## config.mk

```make
export PLATFORM = sky130hd
export DESIGN_NAME = adctr_trigger_req
export DESIGN_NICKNAME = d
export VERILOG_FILES = /design/src/hw/adctr_pkg.sv /design/src/hw/adctr_unit_if.sv /design/src/hw/adctr_unit.sv /design/src/hw/adctr_trigger_req.sv
export SDC_FILE = /design/constraint.sdc
export NUM_CORES = 1
export LEC_CHECK = 0
export ABC_AREA = 1
export BUFFER_PORTS_ARGS = -buffer_cell sky130_fd_sc_hd__buf_4
export CAP_MARGIN = 10
export CORE_MARGIN = 2
export CORE_UTILIZATION = 56
export CTS_BUF_LIST = sky130_fd_sc_hd__clkbuf_4 sky130_fd_sc_hd__clkbuf_8
export DETAILED_ROUTE_END_ITERATION = 12
export GPL_ROUTABILITY_DRIVEN = 1
export PLACE_DENSITY = 0.91
export SLEW_MARGIN = 20
export SYNTH_ARGS = -nofsm -noshare
export SYNTH_HDL_FRONTEND = slang
export SYNTH_SLANG_ARGS = --single-unit
```

## constraint.sdc

```tcl
create_clock -name pclk -period 3.5 [get_ports pclk]
set_clock_uncertainty 0.2 [all_clocks]
set_input_delay 0.35 -clock pclk [delete_from_list [all_inputs] [get_ports pclk]]
set_output_delay 0.35 -clock pclk [all_outputs]
set_load 0.02 [all_outputs]
```

## src/hw/adctr_pkg.sv

```systemverilog
package adctr_pkg;

  localparam int NUM_UNITS = 2;
  localparam int RES_W     = 10;
  localparam int CH_W      = 2;
  localparam int CNT_W     = 9;

  // Conversion length in system clock states, first-conversion worst case.
  localparam int CONV_STATES = 266;

  localparam logic [4:0] OFS_CSR0 = 5'h00;
  localparam logic [4:0] OFS_CSR1 = 5'h04;
  localparam logic [4:0] OFS_TRG  = 5'h08;
  localparam logic [4:0] OFS_RES0 = 5'h0c;
  localparam logic [4:0] OFS_RES1 = 5'h10;
  localparam logic [4:0] OFS_STS  = 5'h14;
  localparam logic [4:0] OFS_MASK = 5'h18;

  localparam int CSR_FLAG  = 7;
  localparam int CSR_IE    = 6;
  localparam int CSR_START = 5;
  localparam int CSR_SCAN  = 4;
  localparam int CSR_CH_LO = 0;

  localparam int TRG_EN0    = 0;
  localparam int TRG_EN1    = 1;
  localparam int TRG_DMACLR = 2;

  localparam int UNIT_DTC = 0;
  localparam int UNIT_DMA = 1;

  localparam logic [31:0] RD_ZERO = 32'h0000_0000;

  typedef enum logic [1:0] {
    ADCTR_IDLE = 2'b01,
    ADCTR_CONV = 2'b10
  } adctr_state_e;

endpackage

```

## src/hw/adctr_unit_if.sv

```systemverilog
`timescale 1ns/1ns
interface adctr_unit_if
  import adctr_pkg::*;
();
  logic             start;
  logic             scan;
  logic [CH_W-1:0]  chans;
  logic             done;
  logic [RES_W-1:0] result;

  modport ctl  (output start, output scan, output chans, input done, input result);
  modport unit (input start, input scan, input chans, output done, output result);
endinterface

```

## src/hw/adctr_unit.sv

```systemverilog
`timescale 1ns/1ns
module adctr_unit
  import adctr_pkg::*;
#(
  parameter int CONV_CYC = CONV_STATES
) (
  input  wire logic             pclk,        // System clock.
  input  wire logic             presetn,     // Asynchronous reset, active low.
  input  wire logic [RES_W-1:0] analog_code, // Digitised sample of the comparator.
  adctr_unit_if.unit            u            // Control side of the unit.
);

  typedef struct packed {
    adctr_state_e     state;
    logic [CNT_W-1:0] cnt;
    logic [CH_W-1:0]  chan;
    logic             done;
    logic [RES_W-1:0] result;
  } adctr_unit_s;

  localparam logic [CNT_W-1:0] LAST_CNT = CNT_W'(CONV_CYC - 1);

  adctr_unit_s r_ff;
  adctr_unit_s nxt_r;

  ////////////////////////////////////////////////////////////////////////////
  always_comb begin
    nxt_r      = r_ff;
    nxt_r.done = 1'b0;
    unique case (r_ff.state)
      ADCTR_IDLE: begin
        nxt_r.cnt  = '0;
        nxt_r.chan = '0;
        if (u.start) begin
          nxt_r.state = ADCTR_CONV;
        end
      end
      ADCTR_CONV: begin
        // Clearing the start bit aborts; no partial result is reported.
        if (!u.start) begin
          nxt_r.state = ADCTR_IDLE;
        end else if (r_ff.cnt == LAST_CNT) begin
          nxt_r.cnt    = '0;
          nxt_r.result = analog_code;
          if (!u.scan || r_ff.chan == u.chans) begin
            nxt_r.done  = 1'b1;
            nxt_r.chan  = '0;
            nxt_r.state = u.scan ? ADCTR_CONV : ADCTR_IDLE;
          end else begin
            nxt_r.chan = r_ff.chan + 1'b1;
          end
        end else begin
          nxt_r.cnt = r_ff.cnt + 1'b1;
        end
      end
      default: begin
        nxt_r.state = ADCTR_IDLE;
      end
    endcase
  end

  always_ff @(posedge pclk or negedge presetn) begin
    if (!presetn) begin
      r_ff <= '{state: ADCTR_IDLE, cnt: '0, chan: '0, done: 1'b0, result: '0};
    end else begin
      r_ff <= nxt_r;
    end
  end

  assign u.done   = r_ff.done;
  assign u.result = r_ff.result;

endmodule

```

## src/hw/adctr_trigger_req.sv

```systemverilog
`timescale 1ns/1ns
module adctr_trigger_req
  import adctr_pkg::*;
#(
  parameter int CONV_CYC = CONV_STATES
) (
  input  wire logic             pclk,                 // System clock, 50 MHz.
  input  wire logic             presetn,              // Asynchronous reset, active low.
  input  wire logic             psel,                 // APB select.
  input  wire logic             penable,              // APB access phase.
  input  wire logic             pwrite,               // APB write.
  input  wire logic [31:0]      paddr,                // APB byte address.
  input  wire logic [31:0]      pwdata,               // APB write data.
  output logic                  pready,               // APB ready.
  output logic [31:0]           prdata,               // APB read data.
  output logic                  pslverr,              // APB error on unmapped address.
  input  wire logic             ext_conv_trigger_n,   // Trigger pin, asynchronous, low.
  input  wire logic             multi_function_timer_trigger, // Timer trigger pulse.
  input  wire logic [RES_W-1:0] analog_code_u0,       // Comparator code of unit zero.
  input  wire logic [RES_W-1:0] analog_code_u1,       // Comparator code of unit one.
  input  wire logic             dtc_reg_access_u0,    // Transfer controller touched unit zero.
  input  wire logic             dma_reg_access_u1,    // DMA touched unit one.
  output logic                  conv_done_irq_u0,     // Unit zero request to the CPU.
  output logic                  conv_done_irq_u1,     // Unit one request to the CPU.
  output logic                  dtc_req,              // Activation of the transfer controller.
  output logic                  dma_req,              // Activation of the DMA controller.
  output logic                  irq                   // Level interrupt from status and mask.
);

  typedef struct packed {
    logic [2:0]           trg_sync;
    logic [NUM_UNITS-1:0] trg_en;
    logic                 dma_clr_en;
    logic [NUM_UNITS-1:0] start;
    logic [NUM_UNITS-1:0] ie;
    logic [NUM_UNITS-1:0] flag;
    logic [NUM_UNITS-1:0] armed;
    logic [NUM_UNITS-1:0] scan;
    logic [2*CH_W-1:0]    chans;
    logic [NUM_UNITS-1:0] sts;
    logic [NUM_UNITS-1:0] mask;
    logic                 pready;
    logic                 pslverr;
    logic [31:0]          prdata;
    logic                 irq_u0;
    logic                 irq_u1;
    logic                 dtc_req;
    logic                 dma_req;
    logic                 irq;
  } adctr_top_s;

  adctr_top_s r_ff;
  adctr_top_s nxt_r;

  adctr_unit_if u_if[NUM_UNITS] ();

  logic [RES_W-1:0]     res     [NUM_UNITS];
  logic [NUM_UNITS-1:0] done;

  ////////////////////////////////////////////////////////////////////////////
  // Two conversion units share the triggers and differ only in their request path.
  adctr_unit #(.CONV_CYC(CONV_CYC)) u_unit0 (
    .pclk        (pclk),
    .presetn     (presetn),
    .analog_code (analog_code_u0),
    .u           (u_if[0])
  );

  adctr_unit #(.CONV_CYC(CONV_CYC)) u_unit1 (
    .pclk        (pclk),
    .presetn     (presetn),
    .analog_code (analog_code_u1),
    .u           (u_if[1])
  );

  for (genvar g = 0; g < NUM_UNITS; g++) begin : g_unit
    // A single conversion's done pulse hides the start bit for that cycle.
    // Otherwise the idle unit would restart before the bit clears.
    assign u_if[g].start = r_ff.start[g] && !(done[g] && !r_ff.scan[g]);
    assign u_if[g].scan  = r_ff.scan[g];
    assign u_if[g].chans = r_ff.chans[g*CH_W +: CH_W];
    assign done[g]       = u_if[g].done;
    assign res[g]        = u_if[g].result;
  end

  ////////////////////////////////////////////////////////////////////////////
  function automatic logic [31:0] csr_word(input adctr_top_s s, input int i);
    logic [31:0] w;
    w                       = RD_ZERO;
    w[CSR_FLAG]             = s.flag[i];
    w[CSR_IE]               = s.ie[i];
    w[CSR_START]            = s.start[i];
    w[CSR_SCAN]             = s.scan[i];
    w[CSR_CH_LO +: CH_W]    = s.chans[i*CH_W +: CH_W];
    return w;
  endfunction

  function automatic logic mapped(input logic [4:0] a);
    return a == OFS_CSR0 || a == OFS_CSR1 || a == OFS_TRG || a == OFS_RES0 ||
           a == OFS_RES1 || a == OFS_STS || a == OFS_MASK;
  endfunction

  ////////////////////////////////////////////////////////////////////////////
  logic             hw_trig;
  logic             acc_done;
  logic             hit;
  logic [4:0]       a;
  logic [31:0]      rd;
  int               ui;

  always_comb begin
    nxt_r = r_ff;
    a     = paddr[4:0];
    hit   = mapped(a) && paddr[31:5] == '0;
    rd    = RD_ZERO;
    ui    = (a == OFS_CSR1) ? 1 : 0;

    // Only the second stage is read; the third is its delayed copy for the edge.
    nxt_r.trg_sync = {r_ff.trg_sync[1:0], ext_conv_trigger_n};
    hw_trig = |r_ff.trg_en &&
              ((r_ff.trg_sync[2] && !r_ff.trg_sync[1]) || multi_function_timer_trigger);

    // One wait state: data is prepared, then pready is shown for one cycle.
    acc_done       = psel && penable && r_ff.pready;
    nxt_r.pready   = psel && penable && !r_ff.pready;
    nxt_r.pslverr  = psel && penable && !r_ff.pready && !hit;
    unique case (a)
      OFS_CSR0, OFS_CSR1: rd = csr_word(r_ff, ui);
      OFS_TRG:  rd = {29'h0000_0000, r_ff.dma_clr_en, r_ff.trg_en};
      OFS_RES0: rd = {22'h00_0000, res[0]};
      OFS_RES1: rd = {22'h00_0000, res[1]};
      OFS_STS:  rd = {30'h0000_0000, r_ff.sts};
      OFS_MASK: rd = {30'h0000_0000, r_ff.mask};
      default:  rd = RD_ZERO;
    endcase
    nxt_r.prdata = (psel && penable && !r_ff.pready && !pwrite && hit) ? rd : RD_ZERO;

    // Register effects happen only at the edge that completes the transfer.
    if (acc_done && hit) begin
      if (pwrite) begin
        unique case (a)
          OFS_CSR0, OFS_CSR1: begin
            nxt_r.ie[ui]                   = pwdata[CSR_IE];
            nxt_r.start[ui]                = pwdata[CSR_START];
            nxt_r.scan[ui]                 = pwdata[CSR_SCAN];
            nxt_r.chans[ui*CH_W +: CH_W]   = pwdata[CSR_CH_LO +: CH_W];
            if (!pwdata[CSR_FLAG] && r_ff.armed[ui]) begin
              nxt_r.flag[ui] = 1'b0;
            end
            nxt_r.armed[ui] = 1'b0;
          end
          OFS_TRG: begin
            nxt_r.trg_en     = pwdata[TRG_EN1:TRG_EN0];
            nxt_r.dma_clr_en = pwdata[TRG_DMACLR];
          end
          OFS_MASK: nxt_r.mask = pwdata[NUM_UNITS-1:0];
          default: ;
        endcase
      end else begin
        if ((a == OFS_CSR0 || a == OFS_CSR1) && r_ff.flag[ui]) begin
          nxt_r.armed[ui] = 1'b1;
        end
        if (a == OFS_STS) begin
          nxt_r.sts = '0;
        end
      end
    end

    if (dtc_reg_access_u0) begin
      nxt_r.flag[UNIT_DTC] = 1'b0;
    end
    if (dma_reg_access_u1 && r_ff.dma_clr_en) begin
      nxt_r.flag[UNIT_DMA] = 1'b0;
    end

    if (hw_trig) begin
      nxt_r.start = '1;
    end

    // Completion is applied last so a done event always beats a clear.
    for (int i = 0; i < NUM_UNITS; i++) begin
      if (done[i]) begin
        nxt_r.flag[i] = 1'b1;
        nxt_r.sts[i]  = 1'b1;
        if (!r_ff.scan[i] && !hw_trig) begin
          nxt_r.start[i] = 1'b0;
        end
      end
    end

    nxt_r.irq_u0  = nxt_r.flag[UNIT_DTC] && nxt_r.ie[UNIT_DTC];
    nxt_r.irq_u1  = nxt_r.flag[UNIT_DMA] && nxt_r.ie[UNIT_DMA];
    nxt_r.dtc_req = nxt_r.irq_u0;
    nxt_r.dma_req = nxt_r.irq_u1;
    nxt_r.irq     = |(nxt_r.sts & nxt_r.mask);
  end

  always_ff @(posedge pclk or negedge presetn) begin
    if (!presetn) begin
      r_ff          <= '0;
      r_ff.trg_sync <= 3'h7;
    end else begin
      r_ff <= nxt_r;
    end
  end

  assign pready           = r_ff.pready;
  assign prdata           = r_ff.prdata;
  assign pslverr          = r_ff.pslverr;
  assign conv_done_irq_u0 = r_ff.irq_u0;
  assign conv_done_irq_u1 = r_ff.irq_u1;
  assign dtc_req          = r_ff.dtc_req;
  assign dma_req          = r_ff.dma_req;
  assign irq              = r_ff.irq;

endmodule

```

==> results of run 1 <==
==> cells in the final DEF, fill, tap and decap left out, types with 4 or more instances in the layout <==
cell type / count
a21oi_1: 23
buf_4: 83
clkbuf_8: 9
conb_1: 22
dfrtp_1: 82
dfstp_2: 5
dlygate4sd3_1: 17
ha_1: 8
inv_1: 68
inv_2: 4
nand2_1: 185
nand2_2: 5
nand3_1: 23
nand4_1: 11
nor2_1: 52
nor2_4: 4
nor3_1: 9
o21ai_0: 27
o21ai_2: 4
o22ai_1: 5
xor2_1: 4
==> logic make-up after synthesis <==
kind of cell / count (synthesis) / synth area share, %
AO/OA/AOI/OAI: 77 / 9.79
XOR/XNOR: 7 / 1.30
adder cells (fa/ha/maj): 8 / 2.12
buffers and inverters: 115 / 12.3
flip-flops: 87 / 46.3
other: 1 / 0.0795
AND/OR/NAND/NOR: 303 / 28.1
==> layout make-up <==
cell class	count	area share, %
clock buffers	9	2.21
clock inverters	7	1.20
inverters	73	4.88
multi-input cells	417	36.1
flip-flops and latches	87	38.9
well taps	105	2.34
repair buffers	101	14.3
==> tightest hold or removal path, cell delays in order <==
cell     delay, ns
buf_4         0.08
nand2_1       0.05
nand2_1       0.06
==> registers in the layout (all words and copies together) (netlist names), named ones only <==
| name | cells |
|---|---|
| pslverr | 1 |
| u_unit0.r_ff | 13 |
| u_unit0.u.done | 1 |
| dtc_req | 1 |
| u_unit1.u.done | 1 |
| dma_req | 1 |
| u_unit0.u.result | 10 |
| nxt_r | 2 |
| r_ff | 15 |
| u_unit1.u.result | 10 |
| u_unit1.r_ff | 13 |
| irq | 1 |
| prdata | 10 |
| pready | 1 |
==> worst paths after layout <==
kind                                    from                  end  slack (ns)
max reg2reg                 u_unit1.r_ff[22]     u_unit1.r_ff[12]        0.96
max in group asynchronous            presetn     u_unit0.r_ff[20]        2.18
max                         u_unit1.r_ff[22]     u_unit1.r_ff[12]        0.96
min                        analog_code_u1[2]  u_unit1.u.result[2]        0.01
min reg2reg                        nxt_r[61]            nxt_r[62]        0.16
min in group asynchronous            presetn              pslverr        0.41
==> report_power, final <==
part	leakage, nW	switching [mW]	internal, mW
clock	0.0867	0.389	0.272
sequential	1.07	0.00138	1.01
combinational	1.63	0.0887	0.0711
total	2.78	0.479	1.35
==> metrics by stage <==
step	area, um2	utilization, %	power (mW)	instances	hold slack (ns)
CTS	5590	68.4	1.83	797	0.000284
detailed placement	5250	64.2	1.17	766	0.149
global placement	5250	64.2	1.17	766	0.147
global route	5610	68.7	1.90	799	0.00852
finish	5610	68.7	1.83	799	0.00956
floorplan	4790	-	1.10	619	-0.146
==> metal layers <==
layer,routed length (um),up-vias,track usage [%]
met4,228,0,9.52
met3,582,27,3.05
met5,0,-,0
met2,5600,151,43.1
met1,4700,1987,33.8
li1,-,2023,-
==> what timing repair did <==
| action | in CTS | in global routing |
|---|---|---|
| hold buffers | 15 | 2 |
| gates resized for setup | 0 | 0 |
| hold endpoints to repair | 15 | 83 |
==> results.yml, run 1 <==
status:
  status: "complete, no violations"
floorplanning:
  rows: 33
  design.core.area_um2: 8180
  fp.dieArea_um2: 9170
  pin_count: 132
  start_util_pct: 57.7
  fp.dieH_um: 95.8
  die_x_um: 95.8
setup_path:
  critPathArrivalTime_ns: 2.59
  critPathCaptureType: "flop"
  rr_worst_depth: 11
  critPathMaxStageDelay_ns: 0.54
  crit_chain: "inv_1 -> ha_1 -> nand2_2 -> inv_1 -> nand2_1 -> inv_1 -> nor2_1 -> inv_2 -> nand2_1 -> nand2_1 -> o41ai_1"
  cp.required_ns: 3.55
  path_buf_inv: 4
  crit_slowest_cell: "dfstp_2"
  crit_cells: 11
  startpoint_type: "flop"
  critPathKind: "reg -> reg"
  cp_max_fo: 13
  crit_family: "simple AND/OR/NAND/NOR gates"
sta:
  slew_viol_final: 0
  period_minus_slack_ns: 2.54
  final_hold_viol_count: 0
  rsz0062_at_grt: "no"
  finalSetupTns_ns: 0
  worstMarginPinSlew_ns: 0.763
  report.final.setup_viol: 0
  fin_ws_ns: 0.959
  slew_headroom_pct: 49.1
  period_share_pct: 72.6
  fmax_mhz: 393
global_route:
  grt_pass1_vias: 4011
  overflow: 0
  grt_max_degree: 88
  grtUsageTotal_pct: 25.4
  grt_pass1_wl_um: 18000
  antenna_found_initial: 0
layout:
  seq_area_um2: 2180
  nets: 790
  areaGrowthSynthToFinish_pct: 19.1
  n_fill_cell: 613
  antenna-diode-count: 0
  multi_input_area_um2: 2030
  drive_gt1_share_pct: 19.6
synth:
  avgSynthCellArea_um2: 7.88
  synthCells: 598
  ys_seq_area_share_pct: 46.3
  yosys.area.top_type: "dfrtp_1"
  netlist_area_um2: 4710
  yosys_warnings: 0
  synth_common_cells: "185 x nand2_1, 82 x dfrtp_1, 68 x inv_1"
  yosysMostFrequentCell: "nand2_1"
  synth.distinct_cells: 43
  synth-edff-count: 0
  async_flop_share_pct: 100
  synth_area_leaders: "dfrtp_1 44%, nand2_1 15%, buf_4 5.6%"
  synth_top_area_share_pct: 43.5
  synth_seq_cells: 87
  ys.flop_type: "dfrtp_1"
detailed_routing:
  firstDrtPassIters: 5
  drc: 0
  wl_per_cell_um: 13.9
  routed_wl_um: 11100
  ant_nets: 0
  vias: 4188
  drtIter0Drc: 455
  avgViaCountPerCell: 5.24
placed_design:
  hpwl_um: 8260
  place_congestion: 0.978
  place_worst_setup_slack_ns: 1.02
  io_buffers: 84
power_and_ir_drop:
  power_density_nw_per_um2: 326
  ir_drop_uv: 172
  p_leak_nw: 2.78
run:
  drv_cap: 0
clocking:
  cts_setup_buffers: 0
  ctsLongestPathBuffers: 2
  tritoncts: "built"
  cts-root-buf: "clkbuf_8"
  numCtsBuffers: 9
  clk_pin_slew_ns: 0.09
  clkSinkCount: 87
  htree_levels: 3
  worstSkewPairLatency_ns: 0.36
worst_hold_path:
  hold_class: "in -> reg"
  holdPathStages: 3
(Power assumes the default switching activity.)
==> run 2, diff against run 1 <==
- CORE_UTILIZATION: 56 -> 49
- PLACE_DENSITY: 0.91 -> 0.85
- clock period: 3.5 -> 2.2 ns (I/O delays scaled with it)
==> run 2 against run 1 <==
Total power is 65% higher; worst setup slack worse by 0.82 ns; flip-flop and latch count stayed put; combinational power is 72% higher; critical path depth is 2 lower; first-iteration DRC count is 36% lower; largest power group unchanged.
==> results.yml, run 2 (synthesis results as in run 1) <==
placed_design:
  io_buffers: 84
  hpwl_um: 8390
  post_dp_cell_area_um2: 5350
  place_congestion: 0.955
  place_worst_setup_slack_ns: 0.160
global_route:
  grt_max_degree: 49
  grtUsageTotal_pct: 23.2
  grt_pass1_vias: 4122
  overflow: 0
  antenna_found_initial: 0
  grt_pass1_wl_um: 18700
power_and_ir_drop:
  p_int_mw: 2.31
  clkPwrFrac_pct: 37.5
  power_frac_seq_pct: 53.3
  ir_drop_uv: 285
  switching_power_mw: 0.700
  p_leak_nw: 2.90
  comb_power_share_pct: 9.2
  power_density_nw_per_um2: 516
  p_sw_share_pct: 23.2
clocking:
  numCtsBuffers: 9
  cts_setup_buffers: 0
  worstSkewPairLatency_ns: 0.36
  htree_levels: 3
  cts-root-buf: "clkbuf_8"
  clk_pin_slew_ns: 0.09
  tritoncts: "built"
  clkSinkCount: 87
  ctsLongestPathBuffers: 2
floorplanning:
  fp.dieH_um: 102
  start_util_pct: 50.8
  die_x_um: 102
  pin_count: 132
  fp.dieArea_um2: 10400
  design.core.area_um2: 9280
  rows: 35
setup_path:
  cp.required_ns: 2.29
  crit_start: "u_unit0.r_ff[22]"
  r2r-start: "u_unit0.r_ff[22]"
  regToRegSetupSlack_ns: 0.13
  cp_max_fo: 9
  crit_chain: "inv_1 -> ha_1 -> or2_2 -> nand2_2 -> and3_1 -> nand2_1 -> nand2_1 -> nand2_1 -> nor2_1"
  crit_path_frequent_cell: "nand2_1"
  rr_worst_depth: 9
  critPathCaptureType: "flop"
  startpoint_type: "flop"
  critPathKind: "reg -> reg"
  rr_endpoint: "u_unit0.r_ff[17]"
  critPathMaxStageDelay_ns: 0.54
  crit_slowest_cell: "dfstp_2"
  critPathArrivalTime_ns: 2.15
worst_hold_path:
  holdPathStages: 3
  hold_class: "in -> reg"
  min-delay-start: "pwdata[1]"
  hold_end: "r_ff[59]"
layout:
  nets: 812
  final_cell_mix: "185 x nand2_1, 93 x buf_4, 82 x dfrtp_1"
  layout_commonest_cell: "nand2_1"
  areaGrowthSynthToFinish_pct: 23.9
  final_area_um2: 5840
  antenna-diode-count: 0
  top_register: "r_ff"
  final_util_pct: 62.9
  drive_gt1_share_pct: 20.3
  top_regs: "r_ff x15, u_unit0.r_ff x13, u_unit1.r_ff x13"
  n_fill_cell: 802
  largest_reg_flops: 15
sta:
  slew_viol_final: 0
  fmax_mhz: 484
  rsz0062_at_grt: "no"
  period_minus_slack_ns: 2.07
  fin_ws_ns: 0.135
  period_share_pct: 93.9
  finalSetupTns_ns: 0
  final_hold_viol_count: 0
  report.final.setup_viol: 0
  worstMarginPinSlew_ns: 0.603
  slew_headroom_pct: 59.8
detailed_routing:
  wl_per_cell_um: 13.4
  vias: 4289
  routed_wl_um: 11300
  ant_nets: 0
  firstDrtPassIters: 5
  drtIter0Drc: 291
  drc: 0
  avgViaCountPerCell: 5.08
status:
  status: "complete, no violations"
run:
  drv_cap: 0
## run 2: changes by cell type in the layout (fill, tap and decap cells not counted), sizes merged
cell         delta
inv             -2
clkbuf          +3
dlygate4sd3    +13
bufinv          +1
buf             +9
clkinvlp        -3
clkinv          +1
## run 2: worst max path at each step
| stage | to | slack [ns] | cells after the start |
|---|---|---|---|
| floorplan | u_unit0.r_ff[17] | 0.33 | 8 |
| global placement | u_unit0.r_ff[17] | 0.25 | 8 |
| detailed placement | u_unit0.r_ff[17] | 0.16 | 9 |
| CTS | u_unit0.r_ff[17] | 0.13 | 9 |
| global route | u_unit1.r_ff[17] | 0.009 | 10 |
| finish | u_unit0.r_ff[17] | 0.13 | 9 |
## run 2: final cells by class
type	count	area [um2]	area share, %
Sequential cell	87	2180	37.4
Multi-Input combinational cell	417	2030	34.7
Clock buffer	12	153	2.61
Timing Repair Buffer	123	998	17.1
Clock inverter	4	45.0	0.771
Inverter	73	274	4.69
Tap cell	129	161	2.76
## run 2: timing repair
action	CTS	global route
resized for setup	0	0
hold buffers	30	0
hold endpoints to repair	72	0
## run 2: power by group through the flow
stage / logic, mW / clock network (mW) / registers, mW
after floorplan: 0.109 / 0 / 1.64
after global placement: 0.227 / 0 / 1.64
after detailed placement: 0.232 / 0 / 1.64
after CTS: 0.275 / 1.15 / 1.61
after global routing: 0.303 / 1.23 / 1.61
final: 0.276 / 1.13 / 1.61
## run 2: per-stage QoR
stage,instances,hold slack (ns),power [mW]
CTS,845,0.0114,3.03
finish,845,0.0288,3.01
global placement,799,0.0635,1.87
detailed placement,799,0.0676,1.87
floorplan,619,-0.276,1.75
global route,845,0.0390,3.14
## run 2: critical path, delay by kind of cell, from the launching register on
family / cells / cell delay, ns
buffers and inverters: 1 / 0.05
adder cells (fa/ha/maj): 1 / 0.22
AND/OR/NAND/NOR: 7 / 0.98
flip-flops: 1 / 0.54
## run 2: per-layer routing
layer  share of wire (%)  global-route usage, %  up-vias  wire, um
met5                   0                      0        -         0
met4                 3.2                   10.1        0       359
met3                 5.0                   3.83       38       565
met2                  50                   39.4      143      5660
met1                  42                   29.4     2040      4710
li1                    -                      -     2068         -
